## src/iceb_pkg.sv

```systemverilog
package iceb_pkg;

  localparam int          NUM_CH        = 32;
  localparam int          ADDR_W        = 12;
  localparam logic [11:0] OFF_ENABLE    = 12'h500;
  localparam logic [11:0] OFF_SET       = 12'h504;
  localparam logic [11:0] OFF_CLEAR     = 12'h508;
  localparam logic [31:0] RESET_ENABLE  = 32'h00000000;
  localparam logic [31:0] UNMAPPED_READ = 32'h00000000;

  typedef enum logic [1:0] {
    ICEB_OP_NONE,
    ICEB_OP_WRITE,
    ICEB_OP_SET,
    ICEB_OP_CLEAR
  } iceb_op_t;

  typedef struct packed {
    logic [11:0] address;
    logic [3:0]  byteenable;
    logic        read;
    logic        write;
    logic [31:0] writedata;
  } iceb_req_t;

  typedef struct packed {
    logic [31:0] readdata;
    logic        waitrequest;
    logic [1:0]  response;
  } iceb_rsp_t;

  localparam logic [1:0] RESP_OK    = 2'h0;
  localparam logic [1:0] RESP_SLVERR = 2'h2;

endpackage

```

## src/iceb_gate.sv

```systemverilog
`timescale 1ns/1ps
// registered event gating, one enable bit per channel
module iceb_gate
(
  input  wire logic        sys_clk_i,
  input  wire logic        rstn_i,
  input  wire logic [31:0] enable_i,
  input  wire logic [31:0] event_i,
  output logic      [31:0] task_o
);

  logic [31:0] task_reg;
  logic [31:0] task_next;

  always_comb
  begin
    task_next = event_i & enable_i;
  end

  always_ff @(posedge sys_clk_i or negedge rstn_i)
  begin
    if (!rstn_i)
      task_reg <= 32'h00000000;
    else
      task_reg <= task_next;
  end

  assign task_o = task_reg;

  a_gate_blocks : assert property (@(posedge sys_clk_i) disable iff (!rstn_i)
    1'b1 |=> ((task_o & ~$past(enable_i)) == 32'h00000000))
    else $error("task passed on disabled channel");

  a_gate_passes : assert property (@(posedge sys_clk_i) disable iff (!rstn_i)
    1'b1 |=> (task_o == ($past(event_i) & $past(enable_i))))
    else $error("enabled event not forwarded");

endmodule

```

## src/iceb_top.sv

```systemverilog
// Our own choice: register access over Avalon-MM.
`timescale 1ns/1ps
////////////////////////////////////////////////////////////////////////////////
// Operation
// - 32-bit enable register, bit n is channel n
// - set alias decoded at 0x504, same bits
// - set alias reads current enable bits
// - set alias: ones enable, zeros unchanged
// - clear alias 0x508: reads bits, ones disable
module iceb_top
(
  input  wire logic        sys_clk_i,
  input  wire logic        rstn_i,
  input  wire logic [11:0] avs_address_i,
  input  wire logic [3:0]  avs_byteenable_i,
  input  wire logic        avs_read_i,
  input  wire logic        avs_write_i,
  input  wire logic [31:0] avs_writedata_i,
  output logic      [31:0] avs_readdata_o,
  output logic             avs_waitrequest_o,
  output logic      [1:0]  avs_response_o,
  input  wire logic [31:0] event_i,
  output logic      [31:0] task_o,
  output logic      [31:0] channel_enable_o
);

  ////////////////////////////////////////////////////////////////////////////////
  // byte-enable expansion and address decode

  function automatic logic [31:0] be_mask(input logic [3:0] be);
    be_mask = {{8{be[3]}}, {8{be[2]}}, {8{be[1]}}, {8{be[0]}}};
  endfunction

  function automatic iceb_pkg::iceb_op_t decode(input logic [11:0] a);
    if (a == iceb_pkg::OFF_ENABLE)
      decode = iceb_pkg::ICEB_OP_WRITE;
    else if (a == iceb_pkg::OFF_SET)
      decode = iceb_pkg::ICEB_OP_SET;
    else if (a == iceb_pkg::OFF_CLEAR)
      decode = iceb_pkg::ICEB_OP_CLEAR;
    else
      decode = iceb_pkg::ICEB_OP_NONE;
  endfunction

  iceb_pkg::iceb_req_t req;
  iceb_pkg::iceb_rsp_t rsp_reg;
  iceb_pkg::iceb_rsp_t rsp_next;
  iceb_pkg::iceb_op_t  op;
  logic [31:0]         enable_reg;
  logic [31:0]         enable_next;
  logic [31:0]         wmask;
  logic                ack_reg;
  logic                ack_next;

  assign req = '{address: avs_address_i, byteenable: avs_byteenable_i,
                 read: avs_read_i, write: avs_write_i, writedata: avs_writedata_i};
  assign op    = decode(req.address);
  assign wmask = be_mask(req.byteenable);

  ////////////////////////////////////////////////////////////////////////////////
  // bus handshake: every access waits one cycle, answered on the second edge

  always_comb
  begin
    ack_next = 1'b0;
    rsp_next = '{readdata: 32'h00000000, waitrequest: 1'b1, response: iceb_pkg::RESP_OK};
    if ((req.read || req.write) && !ack_reg)
    begin
      ack_next             = 1'b1;
      rsp_next.waitrequest = 1'b0;
      if (op == iceb_pkg::ICEB_OP_NONE)
      begin
        rsp_next.readdata = iceb_pkg::UNMAPPED_READ;
        rsp_next.response = iceb_pkg::RESP_SLVERR;
      end
      else if (req.read)
        rsp_next.readdata = enable_reg;
    end
  end

  ////////////////////////////////////////////////////////////////////////////////
  // channel enable bits; write takes effect on the answering edge

  always_comb
  begin
    enable_next = enable_reg;
    if (req.write && ack_reg)
    begin
      unique case (op)
        iceb_pkg::ICEB_OP_WRITE:
          enable_next = (enable_reg & ~wmask) | (req.writedata & wmask);
        iceb_pkg::ICEB_OP_SET:
          enable_next = enable_reg | (req.writedata & wmask);
        iceb_pkg::ICEB_OP_CLEAR:
          enable_next = enable_reg & ~(req.writedata & wmask);
        iceb_pkg::ICEB_OP_NONE:
          enable_next = enable_reg;
      endcase
    end
  end

  always_ff @(posedge sys_clk_i or negedge rstn_i)
  begin
    if (!rstn_i)
    begin
      enable_reg <= iceb_pkg::RESET_ENABLE;
      ack_reg    <= 1'b0;
      rsp_reg    <= '{readdata: 32'h00000000, waitrequest: 1'b1,
                      response: iceb_pkg::RESP_OK};
    end
    else
    begin
      enable_reg <= enable_next;
      ack_reg    <= ack_next;
      rsp_reg    <= rsp_next;
    end
  end

  assign avs_readdata_o    = rsp_reg.readdata;
  assign avs_waitrequest_o = rsp_reg.waitrequest;
  assign avs_response_o    = rsp_reg.response;
  assign channel_enable_o  = enable_reg;

  iceb_gate u_gate
  (
    .sys_clk_i (sys_clk_i),
    .rstn_i    (rstn_i),
    .enable_i  (enable_reg),
    .event_i   (event_i),
    .task_o    (task_o)
  );

  ////////////////////////////////////////////////////////////////////////////////
  // checks

  logic done;
  assign done = !avs_waitrequest_o && (avs_read_i || avs_write_i);

  a_write_direct : assert property (@(posedge sys_clk_i) disable iff (!rstn_i)
    done && avs_write_i && avs_address_i == iceb_pkg::OFF_ENABLE
      && avs_byteenable_i == 4'hF |=> channel_enable_o == $past(avs_writedata_i))
    else $error("direct write not stored");

  a_set_ones : assert property (@(posedge sys_clk_i) disable iff (!rstn_i)
    done && avs_write_i && avs_address_i == iceb_pkg::OFF_SET && avs_byteenable_i == 4'hF
      |=> channel_enable_o == ($past(channel_enable_o) | $past(avs_writedata_i)))
    else $error("set alias wrong");

  a_clear_ones : assert property (@(posedge sys_clk_i) disable iff (!rstn_i)
    done && avs_write_i && avs_address_i == iceb_pkg::OFF_CLEAR && avs_byteenable_i == 4'hF
      |=> channel_enable_o == ($past(channel_enable_o) & ~$past(avs_writedata_i)))
    else $error("clear alias wrong");

  a_set_read : assert property (@(posedge sys_clk_i) disable iff (!rstn_i)
    done && avs_read_i && (avs_address_i == iceb_pkg::OFF_SET
      || avs_address_i == iceb_pkg::OFF_CLEAR || avs_address_i == iceb_pkg::OFF_ENABLE)
      |-> avs_readdata_o == channel_enable_o)
    else $error("alias read mismatch");

  a_alias_decode : assert property (@(posedge sys_clk_i) disable iff (!rstn_i)
    done && avs_address_i == iceb_pkg::OFF_SET |-> avs_response_o == iceb_pkg::RESP_OK)
    else $error("set alias not decoded");

  a_hold_idle : assert property (@(posedge sys_clk_i) disable iff (!rstn_i)
    !(done && avs_write_i) |=> $stable(channel_enable_o))
    else $error("enable changed without write");

  a_answer_bound : assert property (@(posedge sys_clk_i) disable iff (!rstn_i)
    $rose(avs_read_i || avs_write_i) |-> ##[0:1] !avs_waitrequest_o)
    else $error("no answer within one cycle");

  logic mapped;
  assign mapped = (avs_address_i == iceb_pkg::OFF_ENABLE) || (avs_address_i == iceb_pkg::OFF_SET)
    || (avs_address_i == iceb_pkg::OFF_CLEAR);

  a_mapped_ok : assert property (@(posedge sys_clk_i) disable iff (!rstn_i)
    done && mapped
      |-> avs_response_o == iceb_pkg::RESP_OK)
    else $error("mapped access not answered okay");

  a_unmapped_err : assert property (@(posedge sys_clk_i) disable iff (!rstn_i)
    done && !mapped
      |-> avs_response_o == iceb_pkg::RESP_SLVERR && avs_readdata_o == iceb_pkg::UNMAPPED_READ)
    else $error("unmapped access not refused");

  a_unmapped_hold : assert property (@(posedge sys_clk_i) disable iff (!rstn_i)
    done && avs_write_i && !mapped
      |=> $stable(channel_enable_o))
    else $error("unmapped write changed enables");

  a_set_no_clear : assert property (@(posedge sys_clk_i) disable iff (!rstn_i)
    done && avs_write_i && avs_address_i == iceb_pkg::OFF_SET
      |=> ($past(channel_enable_o) & ~channel_enable_o) == 32'h00000000)
    else $error("set alias cleared a channel");

  a_clear_no_set : assert property (@(posedge sys_clk_i) disable iff (!rstn_i)
    done && avs_write_i && avs_address_i == iceb_pkg::OFF_CLEAR
      |=> (channel_enable_o & ~$past(channel_enable_o)) == 32'h00000000)
    else $error("clear alias enabled a channel");

  a_wait_release : assert property (@(posedge sys_clk_i) disable iff (!rstn_i)
    !avs_waitrequest_o
      |=> avs_waitrequest_o)
    else $error("answer stood more than one cycle");

  a_idle_data : assert property (@(posedge sys_clk_i) disable iff (!rstn_i)
    avs_waitrequest_o
      |-> avs_readdata_o == 32'h00000000)
    else $error("read data not zero while waiting");

  ////////////////////////////////////////////////////////////////////////////////
  // scenario covers

  c_set_write  : cover property (@(posedge sys_clk_i) disable iff (!rstn_i)
    done && avs_write_i && avs_address_i == iceb_pkg::OFF_SET);
  c_clr_write  : cover property (@(posedge sys_clk_i) disable iff (!rstn_i)
    done && avs_write_i && avs_address_i == iceb_pkg::OFF_CLEAR);
  c_set_read   : cover property (@(posedge sys_clk_i) disable iff (!rstn_i)
    done && avs_read_i && avs_address_i == iceb_pkg::OFF_SET);
  c_task_fired : cover property (@(posedge sys_clk_i) disable iff (!rstn_i) task_o != 32'h0);
  c_unmapped   : cover property (@(posedge sys_clk_i) disable iff (!rstn_i) done && !mapped);

endmodule

```

## config.mk

```make
export PLATFORM = sky130hd
export DESIGN_NAME = iceb_top
export DESIGN_NICKNAME = d
export VERILOG_FILES = /design/src/iceb_pkg.sv /design/src/iceb_gate.sv /design/src/iceb_top.sv
export SDC_FILE = /design/constraint.sdc
export NUM_CORES = 1
export LEC_CHECK = 0
export BUFFER_PORTS_ARGS = -buffer_cell sky130_fd_sc_hd__buf_2
export CAP_MARGIN = 20
export CORE_MARGIN = 1.5
export CORE_UTILIZATION = 50
export CTS_CLUSTER_DIAMETER = 60
export DETAILED_ROUTE_END_ITERATION = 6
export PLACE_DENSITY = 0.85
export RECOVER_POWER = 50
export SKIP_CTS_REPAIR_TIMING = 1
export SLEW_MARGIN = 20
export SYNTH_ARGS = -nofsm -noshare
export SYNTH_HDL_FRONTEND = slang
export SYNTH_SLANG_ARGS = --single-unit
```

## constraint.sdc

```tcl
create_clock -name sys_clk_i -period 2.9 [get_ports sys_clk_i]
set_input_delay 0.29 -clock sys_clk_i [delete_from_list [all_inputs] [get_ports sys_clk_i]]
set_output_delay 0.29 -clock sys_clk_i [all_outputs]
set_load 0.05 [all_outputs]
```

* Yosys cells after proc, flatten, opt, wreduce, memory -nomap -nowiden
Index checks and enable logic that the tools add are counted.
** Word-level totals
- Input bits :: 84
- Word-level logic and storage cells :: 36
- Register bits after elaboration :: 100
** Cells by class
- Equality and inequality tests :: 6
- Reductions and logical operators :: 6
- Multiplexer cells :: 9
- Bitwise logic cells :: 9
** Operators by type and width (number)
- AND 32 bit :: 4
- one-hot mux 32 bit (3 select lines) :: 1
- two-way mux 32 bit :: 2
- inverter 32 bit :: 2
- bitwise OR 32 bit :: 2
- == test 12 x 11 -> 1 bit, second input constant :: 3
- two-way mux 35 bit :: 1
- two-way mux 2 bit :: 4
- == test 2 bit, second input constant :: 2
- == test 2 x 1 -> 1 bit, second input constant :: 1
- logical AND 1 bit :: 2
- zero test 2 bit :: 1
- AND reduction 2 bit :: 1
- zero test 1 bit :: 1
- logical OR 1 bit :: 1
- two-way mux 1 bit :: 1
- inverter 1 bit :: 1

* Logic depth before layout (Yosys ltp)
Gate-level depths: netlist (run 1).
- Depth after elaboration :: 7
- Mapped depth :: 6
- Gate-level depth less buffers :: 4

* Modules after synthesis
Synthesis (run 1) repeated with hierarchy kept, for this count alone.
** Unflattened totals
- Cell total of the unflattened synthesis :: 297
- Area total of the unflattened synthesis :: 3932.5 µm²
** By module, submodules not included
- iceb_top :: cells each 233, seq. area each 1677.9 µm², area an instance 2931.6 µm², instances 1
- iceb_gate :: cells each 64, seq. area each 800.8 µm², area an instance 1001.0 µm², instances 1

* Worst setup path after synthesis (run 1)
OpenSTA, ideal clock, no wires.
- Path kind :: in2reg
- From :: input port avs_address_i[7]
- To :: register rsp_reg (netlist bit avs_readdata_o[10])
- Library setup time :: 0.068 ns
- Stages on the path :: 6
- Arrival :: 1.880 ns
- Setup slack :: 0.952 ns
- Buffers on the path :: 2
- Cell sequence :: or4_1 buf_2 a2111o_1 nor3b_4 buf_6 and2_1
** RTL lines
- start: declaration :: line iceb_top.sv:14 : input wire logic [11:0] avs_address_i,
- end signal: assignment :: line iceb_top.sv:108 : rsp_reg <= '{readdata: 32'h00000000, waitrequest: 1'b1,
- end signal: assignment :: line iceb_top.sv:115 : rsp_reg <= rsp_next;
- end: declaration :: line iceb_top.sv:46 : iceb_pkg::iceb_rsp_t rsp_reg;

==> results of run 1 <==
==> cells by family after synthesis <==
group	after synthesis	synth area share [%]
buffers and inverters	11	1.86
AND/OR/NAND/NOR	159	25.8
XOR/XNOR	1	0.229
AO/OA/AOI/OAI	37	7.35
flip-flops	99	64.7
other	1	0.0979
==> worst max-delay path: stages <==
cell and delay [ps]:
buf_2 110, or4_1 720, a2111o_1 470, nor3b_4 410, buf_4 280, and2_1 150
==> power groups by stage <==
stage | Combinational, mW | Sequential [mW] | Clock, mW
after CTS | 0.148 | 1.39 | 0.937
after detailed placement | 0.148 | 1.42 | 0
final | 0.147 | 1.39 | 0.916
after floorplan | 0.0285 | 1.44 | 0
after global placement | 0.144 | 1.42 | 0
after global routing | 0.163 | 1.39 | 0.998
==> how the worst max path moves through the flow <==
stage,slack (ps),depth (start not counted),start,end
after floorplan,950,6,avs_address_i[7],avs_readdata_o[10]
after global placement,470,6,avs_address_i[7],avs_readdata_o[30]
after detailed placement,390,6,avs_address_i[7],avs_readdata_o[22]
after CTS,760,6,avs_address_i[7],avs_readdata_o[19]
after global routing,640,6,avs_address_i[7],avs_readdata_o[30]
final,760,6,avs_address_i[7],avs_readdata_o[19]
==> area by class of cell <==
type                    instances  area (sq um)
multi-input cells             198          1290
flip-flops and latches         99          2480
fillers                       600          2310
inverters                       1          3.75
clock inverters                 5          60.1
repair buffers                191           916
well taps                      99           124
clock buffers                  11           151
==> placed cells by master (no fill, tap or decap), types with 4 or more instances in the layout <==
cell | synthesis | layout
a21boi_0 | 4 | 4
a22oi_1 | 32 | 32
and2_0 | 0 | 20
and2_1 | 65 | 45
buf_2 | 3 | 116
buf_4 | 1 | 8
clkbuf_1 | 3 | 64
clkbuf_8 | 0 | 11
dfrtp_1 | 98 | 98
nand2_1 | 40 | 40
nand3b_1 | 24 | 24
nand4_1 | 4 | 4
nand4b_1 | 4 | 4
nor2b_1 | 8 | 8
nor4_2 | 5 | 4
==> per-layer routing <==
metal  up-vias  part of all wire, %  wire, um  global-route usage [%]
li1       1444                    -         -                       -
met1      1550                   39      3850                    29.2
met2       119                   52      5200                    43.1
met3         6                  7.8       770                    8.00
met4         0                 0.83        82                    6.08
met5         -                    0         0                       0
==> metrics by stage <==
step | util [%] | setup slack, ps
final | 68.5 | 759
after global routing | 68.5 | 641
after CTS | 69.5 | 763
after detailed placement | 66.6 | 391
after global placement | 66.6 | 467
after floorplan | - | 952
==> flow_metrics.tcl, run 1 <==
set metrics [dict create \
    h-tree-depth 3 \
    grt_pass1_wl_mm 15.7 \
    crit_fanout 15 \
    areaGrowthSynthToFinish_pct 31.1 \
    slew_headroom_pct 21.0 \
    grt_overflow 0 \
    min_path_type "in2reg" \
    clk_latency_ps 350 \
    firstDrtPassIters 4 \
    skew_ps 14.4 \
    vdd_drop_max_v 0.000295 \
    r2r_slack_ps 1170 \
    drive_above_1_share_pct 29.7 \
    drc 0 \
    cts_tree "yes" \
    n_antenna_cell 0 \
    final_cells 604 \
    placed_cells 587 \
    r2r_cells 4 \
    synth.most_common_cell "dfrtp_1" \
    min_to "channel_enable_o[25]" \
    synth_edf_count 0 \
    num_io_pins 183 \
    coreArea_sq_um 7330 \
    clkPwrFrac_pct 37.3 \
    worst_pin_slew_ps 1180 \
    power.density_nw_per_um2 489 \
    period_needed_ps 2140 \
    hold_start "avs_writedata_i[25]" \
    cts-root-buf "clkbuf_8" \
    ys_ff_latch 99 \
    cts_sinks 99 \
    cts_buffer_depth 2 \
    async_reset_ff_share_pct 100 \
    portBuffers 181 \
    die_height_um 90.5 \
    p_seq_share_pct 56.7 \
    synth_flop_cell "dfrtp_1" \
    critPathArrivalTime_ps 2430 \
    r2r-start "ack_reg" \
    maxCapViolCount 0 \
    total_power_mw 2.46 \
    status "finished clean" \
    grt_setup_unrepaired "false" \
    syn_avg_cell_area_sq_um 12.4 \
    post-synth-top-area-cell "dfrtp_1" \
    antenna_found_initial 0 \
    die_w_um 90.5 \
    syn_area_sq_um 3830 \
    power_switching_share_pct 22.8 \
    intPower_mw 1.90 \
    post-route-period-util_pct 73.8 \
    drtIter0Drc 164 \
    crit_path_start_kind "primary input" \
    antenna_left 0 \
    synth_top_area_share_pct 64.0 \
    dieArea_sq_um 8200 \
    placementRows 31 \
    p_comb_share_pct 6.0 \
    p_leak_nw 2.65 \
    fmax_ghz 0.467 \
    rr_endpoint "channel_enable_o[30]" \
    syn_nets 392 \
    gp_congestion 0.794 \
    fin_setup_tns_ps 0 \
    syn_inst 308 \
    hold_depth 3 \
    criticalPathCategory "in2reg" \
    via_count 3119 \
    finalSetupViolCount 0 \
    grt_pass1_vias 3134 \
    cp-end-kind "register" \
    ys_types 28 \
    dp_hpwl_mm 7.28 \
    nets 584 \
    design_area_sq_um 5020 \
    netlist_top_cells_count "98 x dfrtp_1, 65 x and2_1, 40 x nand2_1, 32 x a22oi_1, 24 x nand3b_1" \
    hold_ws_ps 141 \
    clk_pin_slew_ps 90 \
    switching_power_uw 560 \
    wl_mm 9.90 \
    maxSlewViolCount 0 \
    post_drt_wl_per_cell_um 16.4 \
    grt_max_degree 53 \
    place_area_sq_um 4880 \
    start_util_pct 52.3 \
    cts_inserted_buffers 9 \
    required_ps 3190 \
    synth_area_leaders "dfrtp_1 64%, and2_1 11%, a22oi_1 6.3%" \
    synth-seq-area-share_pct 64.7 \
    yosys_warnings 0 \
    timing_hold_violations_final 0 \
    grt.total_usage_pct 24.6 \
    viasPerCell 5.16 \
]
No activity file was read; power rests on OpenSTA's default activity.
==> run 2: changes to the inputs <==
- CORE_UTILIZATION: 50 -> 46
- PLACE_DENSITY: 0.85 -> 0.8
- clock period: 2.9 -> 2 ns (I/O delays scaled with it)
==> run 2 against run 1 <==
  * Wire length down 2.7%
  * Critical path depth down 2
  * Core utilization down 5.4 points
  * Combinational power up 51%
  * Global-route usage down 2.8 points
==> flow_metrics.tcl, run 2 (same netlist as run 1, synthesis figures left out) <==
set metrics [dict create \
    status "finished clean" \
    grt.total_usage_pct 21.8 \
    antenna_found_initial 0 \
    die_w_um 94.3 \
    slew_headroom_pct 39.4 \
    fmax_ghz 0.573 \
    finalSetupViolCount 0 \
    num_io_pins 183 \
    areaGrowthSynthToFinish_pct 33.9 \
    criticalPathCategory "reg2reg" \
    grt_pass1_vias 2926 \
    drtIter0Drc 135 \
    grt_pass1_wl_mm 14.5 \
    grt_setup_unrepaired "false" \
    die_height_um 94.3 \
    via_count 3097 \
    gp_congestion 0.949 \
    n_antenna_cell 0 \
    clk_latency_ps 350 \
    cp-end-kind "register" \
    crit_path_start_kind "register" \
    vdd_drop_max_v 0.000359 \
    period_needed_ps 1740 \
    start_util_pct 47.1 \
    maxCapViolCount 0 \
    portBuffers 181 \
    placementRows 33 \
    drc 0 \
    skew_ps 9.71 \
    setup_slack_ps 256 \
    dp_slack_ps 47.0 \
    timing_hold_violations_final 0 \
    cts_inserted_buffers 9 \
    coreArea_sq_um 8130 \
    cts-root-buf "clkbuf_8" \
    total_power_mw 3.53 \
    post-route-period-util_pct 87.2 \
    r2r_slack_ps 260 \
    dieArea_sq_um 8880 \
    cts_buffer_depth 2 \
    grt_overflow 0 \
    viasPerCell 5.02 \
    firstDrtPassIters 4 \
    wl_mm 9.64 \
    p_leak_nw 2.90 \
    critPathArrivalTime_ps 1990 \
    fin_setup_tns_ps 0 \
    final_cell_mix "165 x buf_2, 98 x dfrtp_1, 48 x and2_1" \
    worst_pin_slew_ps 909 \
    antenna_left 0 \
    crit_fanout 8 \
    power.density_nw_per_um2 689 \
    grt_max_degree 52 \
    min_path_type "in2reg" \
    h-tree-depth 3 \
    nets 591 \
    cts_sinks 99 \
    cts_tree "yes" \
    drive_above_1_share_pct 40.2 \
    required_ps 2250 \
    dp_hpwl_mm 7.21 \
    post_drt_wl_per_cell_um 15.6 \
    final_common_cell "buf_2" \
    maxSlewViolCount 0 \
    clk_pin_slew_ps 100 \
]
-- run 2: cell count changes in the layout (fill, tap and decap cells not counted) --
cell	previous run	this run
and2_1	45	48
inv_6	1	2
and2_0	20	17
clkbuf_2	1	2
buf_4	8	14
buf_2	116	165
clkinvlp_4	1	2
clkbuf_8	11	9
clkbuf_1	64	15
-- run 2: cell type report --
cell class | instances | area, sq um
clock inverters | 7 | 76.3
inverters | 1 | 3.75
repair buffers | 198 | 1030
clock buffers | 9 | 124
fillers | 675 | 3000
well taps | 105 | 131
flip-flops and latches | 99 | 2480
multi-input cells | 198 | 1290
-- run 2: worst paths after layout --
kind,start,cells past startpoint,end
max in group asynchronous,rstn_i,3,avs_waitrequest_o
worst max register to register,ack_reg,4,channel_enable_o[4]
min in group asynchronous,rstn_i,2,u_gate.task_o[20]
worst max-delay path,ack_reg,4,channel_enable_o[4]
worst min register to register,channel_enable_o[29],1,u_gate.task_o[29]
worst min-delay path,event_i[5],2,u_gate.task_o[5]
-- run 2: layer usage --
metal  vias up  track usage [%]  wire length, um
met2       116             35.8             4960
li1       1458                -                -
met5         -                0                0
met1      1517             27.8             3930
met4         0             7.59               74
met3         6             5.66              675
-- run 2: worst max-delay path, stage by stage, from the launching register on --
cell and delay [ps]:
dfrtp_1 520, and4b_1 340, nand4_1 400, a22oi_1 290, nand2_1 90
-- run 2: power by group --
| group | internal, mW | switching, mW | leakage, nW | total (mW) |
|---|---|---|---|---|
| Clock | 0.587 | 0.705 | 0.0962 | 1.29 |
| Combinational | 0.0923 | 0.130 | 1.42 | 0.222 |
| Sequential | 2.01 | 0.00909 | 1.38 | 2.02 |
-- run 2: through the flow --
step	hold slack (ps)	cell area, sq um	util [%]	std cells
final	47.0	5130	63.1	617
after global routing	29.0	5130	63.1	617
after CTS	-205	5140	63.3	616
after detailed placement	194	4940	60.8	600
after global placement	185	4940	60.8	600
after floorplan	-95.6	3830	-	308
==> run 3: changes to the inputs <==
- ABC_AREA: default -> 1
- CORE_UTILIZATION: 46 -> 48
==> run 3 against run 2 <==
  * Sequential power about the same
  * Highest routed layer unchanged
  * Clock-buffer cell count increased by 2
  * Combinational power increased by 37%
  * Wire length rose by 15%
  * Core utilization grew 0.17 points
  * Critical path depth increased by 1
  * Via count up 27%
==> flow_metrics.tcl, run 3 <==
set metrics [dict create \
    crit_buf_inv 1 \
    fmax_ghz 0.684 \
    p_comb_share_pct 7.9 \
    worstSetupPathDepth 5 \
    areaGrowthSynthToFinish_pct 27.2 \
    slew_headroom_pct 35.3 \
    cts-root-buf "clkbuf_8" \
    criticalPathCategory "reg2reg" \
    cpMaxStageDelayCell "nand2_2" \
    maxCapViolCount 0 \
    antenna_left 0 \
    hold_depth 3 \
    min_path_type "in2reg" \
    portBuffers 181 \
    crit_fanout 32 \
    final_cell_mix "200 x nand2_1, 166 x buf_2, 98 x dfrtp_1" \
    num_io_pins 183 \
    cts_buffer_depth 2 \
    period_needed_ps 1460 \
    rr_endpoint "channel_enable_o[17]" \
    cp-end-kind "register" \
    vdd_drop_max_v 0.000403 \
    switching_power_uw 888 \
    viasPerCell 4.91 \
    finalSetupViolCount 0 \
    power_switching_share_pct 23.0 \
    path_common_cell "nand2_1" \
    placementRows 34 \
    syn_avg_cell_area_sq_um 8.40 \
    post_drt_wl_per_cell_um 13.8 \
    syn_nets 600 \
    clkPwrFrac_pct 39.9 \
    clk_latency_ps 350 \
    cts_sinks 99 \
    grt_pass1_wl_mm 18.2 \
    gp_congestion 0.774 \
    cts_inserted_buffers 9 \
    dp_hpwl_mm 7.90 \
    slowest_delay_ps 480 \
    wl_mm 11.0 \
    synth_edf_count 0 \
    drive_above_1_share_pct 29.5 \
    timing_hold_violations_final 0 \
    yosys_warnings 0 \
    critPathArrivalTime_ps 1740 \
    r2r_cells 5 \
    antenna_found_initial 0 \
    p_leak_nw 3.43 \
    power.density_nw_per_um2 701 \
    grt_max_degree 52 \
    final_cells 802 \
    place_area_sq_um 5290 \
    placed_cells 786 \
    required_ps 2280 \
    via_count 3941 \
    cts_tree "yes" \
    register_area_sq_um 2480 \
    syn_inst 516 \
    fin_setup_tns_ps 0 \
    postLayoutCoreUtil_pct 63.3 \
    start_util_pct 49.7 \
    skew_ps 13.4 \
    drtIter0Drc 134 \
    crit_path_start_kind "register" \
    post-route-period-util_pct 73.1 \
    ys_ff_latch 99 \
    coreArea_sq_um 8720 \
    ys_types 24 \
    multiInputGateArea_sq_um 1420 \
    netlist_top_cells_count "200 x nand2_1, 98 x dfrtp_1, 75 x inv_1" \
    synth_area_leaders "dfrtp_1 57%, nand2_1 17%, inv_1 6.5%" \
    die_height_um 98.0 \
    r2r-start "ack_reg" \
    final_common_cell "nand2_1" \
    n_antenna_cell 0 \
    r2r_slack_ps 540 \
    grt_overflow 0 \
    fillCellCount 759 \
    worst_pin_slew_ps 970 \
    syn_area_sq_um 4340 \
    grt.total_usage_pct 23.4 \
    intPower_mw 2.98 \
    synth.most_common_cell "nand2_1" \
    design_area_sq_um 5520 \
    async_reset_ff_share_pct 100 \
    timing.critical_path.max_delay_family "simple AND/OR/NAND/NOR gates" \
    die_w_um 98.0 \
    status "finished clean" \
    grt_setup_unrepaired "false" \
    drc 0 \
    synth_top_area_share_pct 56.6 \
    min_to "u_gate.task_o[1]" \
    grt_pass1_vias 3947 \
    path_cells "nand2_1 -> inv_1 -> nand2_2 -> nand2_1 -> nand2_1" \
    firstDrtPassIters 4 \
    synth-seq-area-share_pct 57.2 \
    nets 774 \
    maxSlewViolCount 0 \
    p_seq_share_pct 52.2 \
    clk_pin_slew_ps 100 \
    h-tree-depth 3 \
    synth_flop_cell "dfrtp_1" \
    hold_start "event_i[1]" \
    post-synth-top-area-cell "dfrtp_1" \
    dieArea_sq_um 9610 \
]
## run 3: cell types whose count changed in the layout (fill, tap and decap cells not counted), moves of 24 or more
cell / previous run / this run
and2_1: 48 / 0
nand2_1: 40 / 200
a21oi_1: 0 / 32
nand3b_1: 24 / 0
a22oi_1: 32 / 0
inv_1: 1 / 75
nand3_1: 0 / 32
nor3_1: 0 / 32
## run 3: metal layers
layer	share of wire, %	vias to the layer above	GRT usage [%]
met3	5.8	22	3.36
met1	41	1843	29.8
met4	2.2	0	9.23
met5	0	-	0
met2	51	159	40.3
li1	-	1917	-
## run 3: kinds of logic (layout without fill, tap and decap cells)
logic type	Yosys count	in the layout	synth area share [%]
flip-flops	99	99	57.2
AO/OA/AOI/OAI	35	35	4.76
AND/OR/NAND/NOR	278	278	27.6
buffers and inverters	103	281	10.3
other	1	1	0.0865
## run 3: cell type report
type	instances	area share, %
clock inverter	4	1.79
tap	108	2.45
clock buffer	11	2.56
timing repair buffer	187	17.1
sequential	99	44.9
multi-input combinational	314	25.7
inverter	79	5.38
## run 3: tightest hold or removal path, delay by kind of cell
family	cells	cell delay (ps)
buf+inv	2	120
simple gates	1	40
## run 3: per-stage QoR
stage               hold WS [ps]  setup WS [ps]  total power, mW
floorplan                  -95.6            830             2.20
detailed placement           204            252             2.36
finish                      34.0            539             3.86
global route                20.2            341             4.02
CTS                         -188            579             3.90
global placement             195            337             2.35
## run 3: power groups by stage
stage	clock network (mW)	logic, mW	registers (mW)
global route	1.66	0.339	2.02
floorplan	0	0.112	2.08
CTS	1.57	0.307	2.02
detailed placement	0	0.306	2.06
global placement	0	0.298	2.06
finish	1.54	0.304	2.02
## run 3: worst max-delay path by stage
stage	slack [ps]	to	from
floorplan	830	channel_enable_o[10]	avs_address_i[9]
global placement	340	channel_enable_o[21]	avs_address_i[6]
detailed placement	250	channel_enable_o[17]	avs_address_i[9]
CTS	580	channel_enable_o[17]	ack_reg
global route	340	u_gate.task_o[18]	rstn_i
finish	540	channel_enable_o[17]	ack_reg
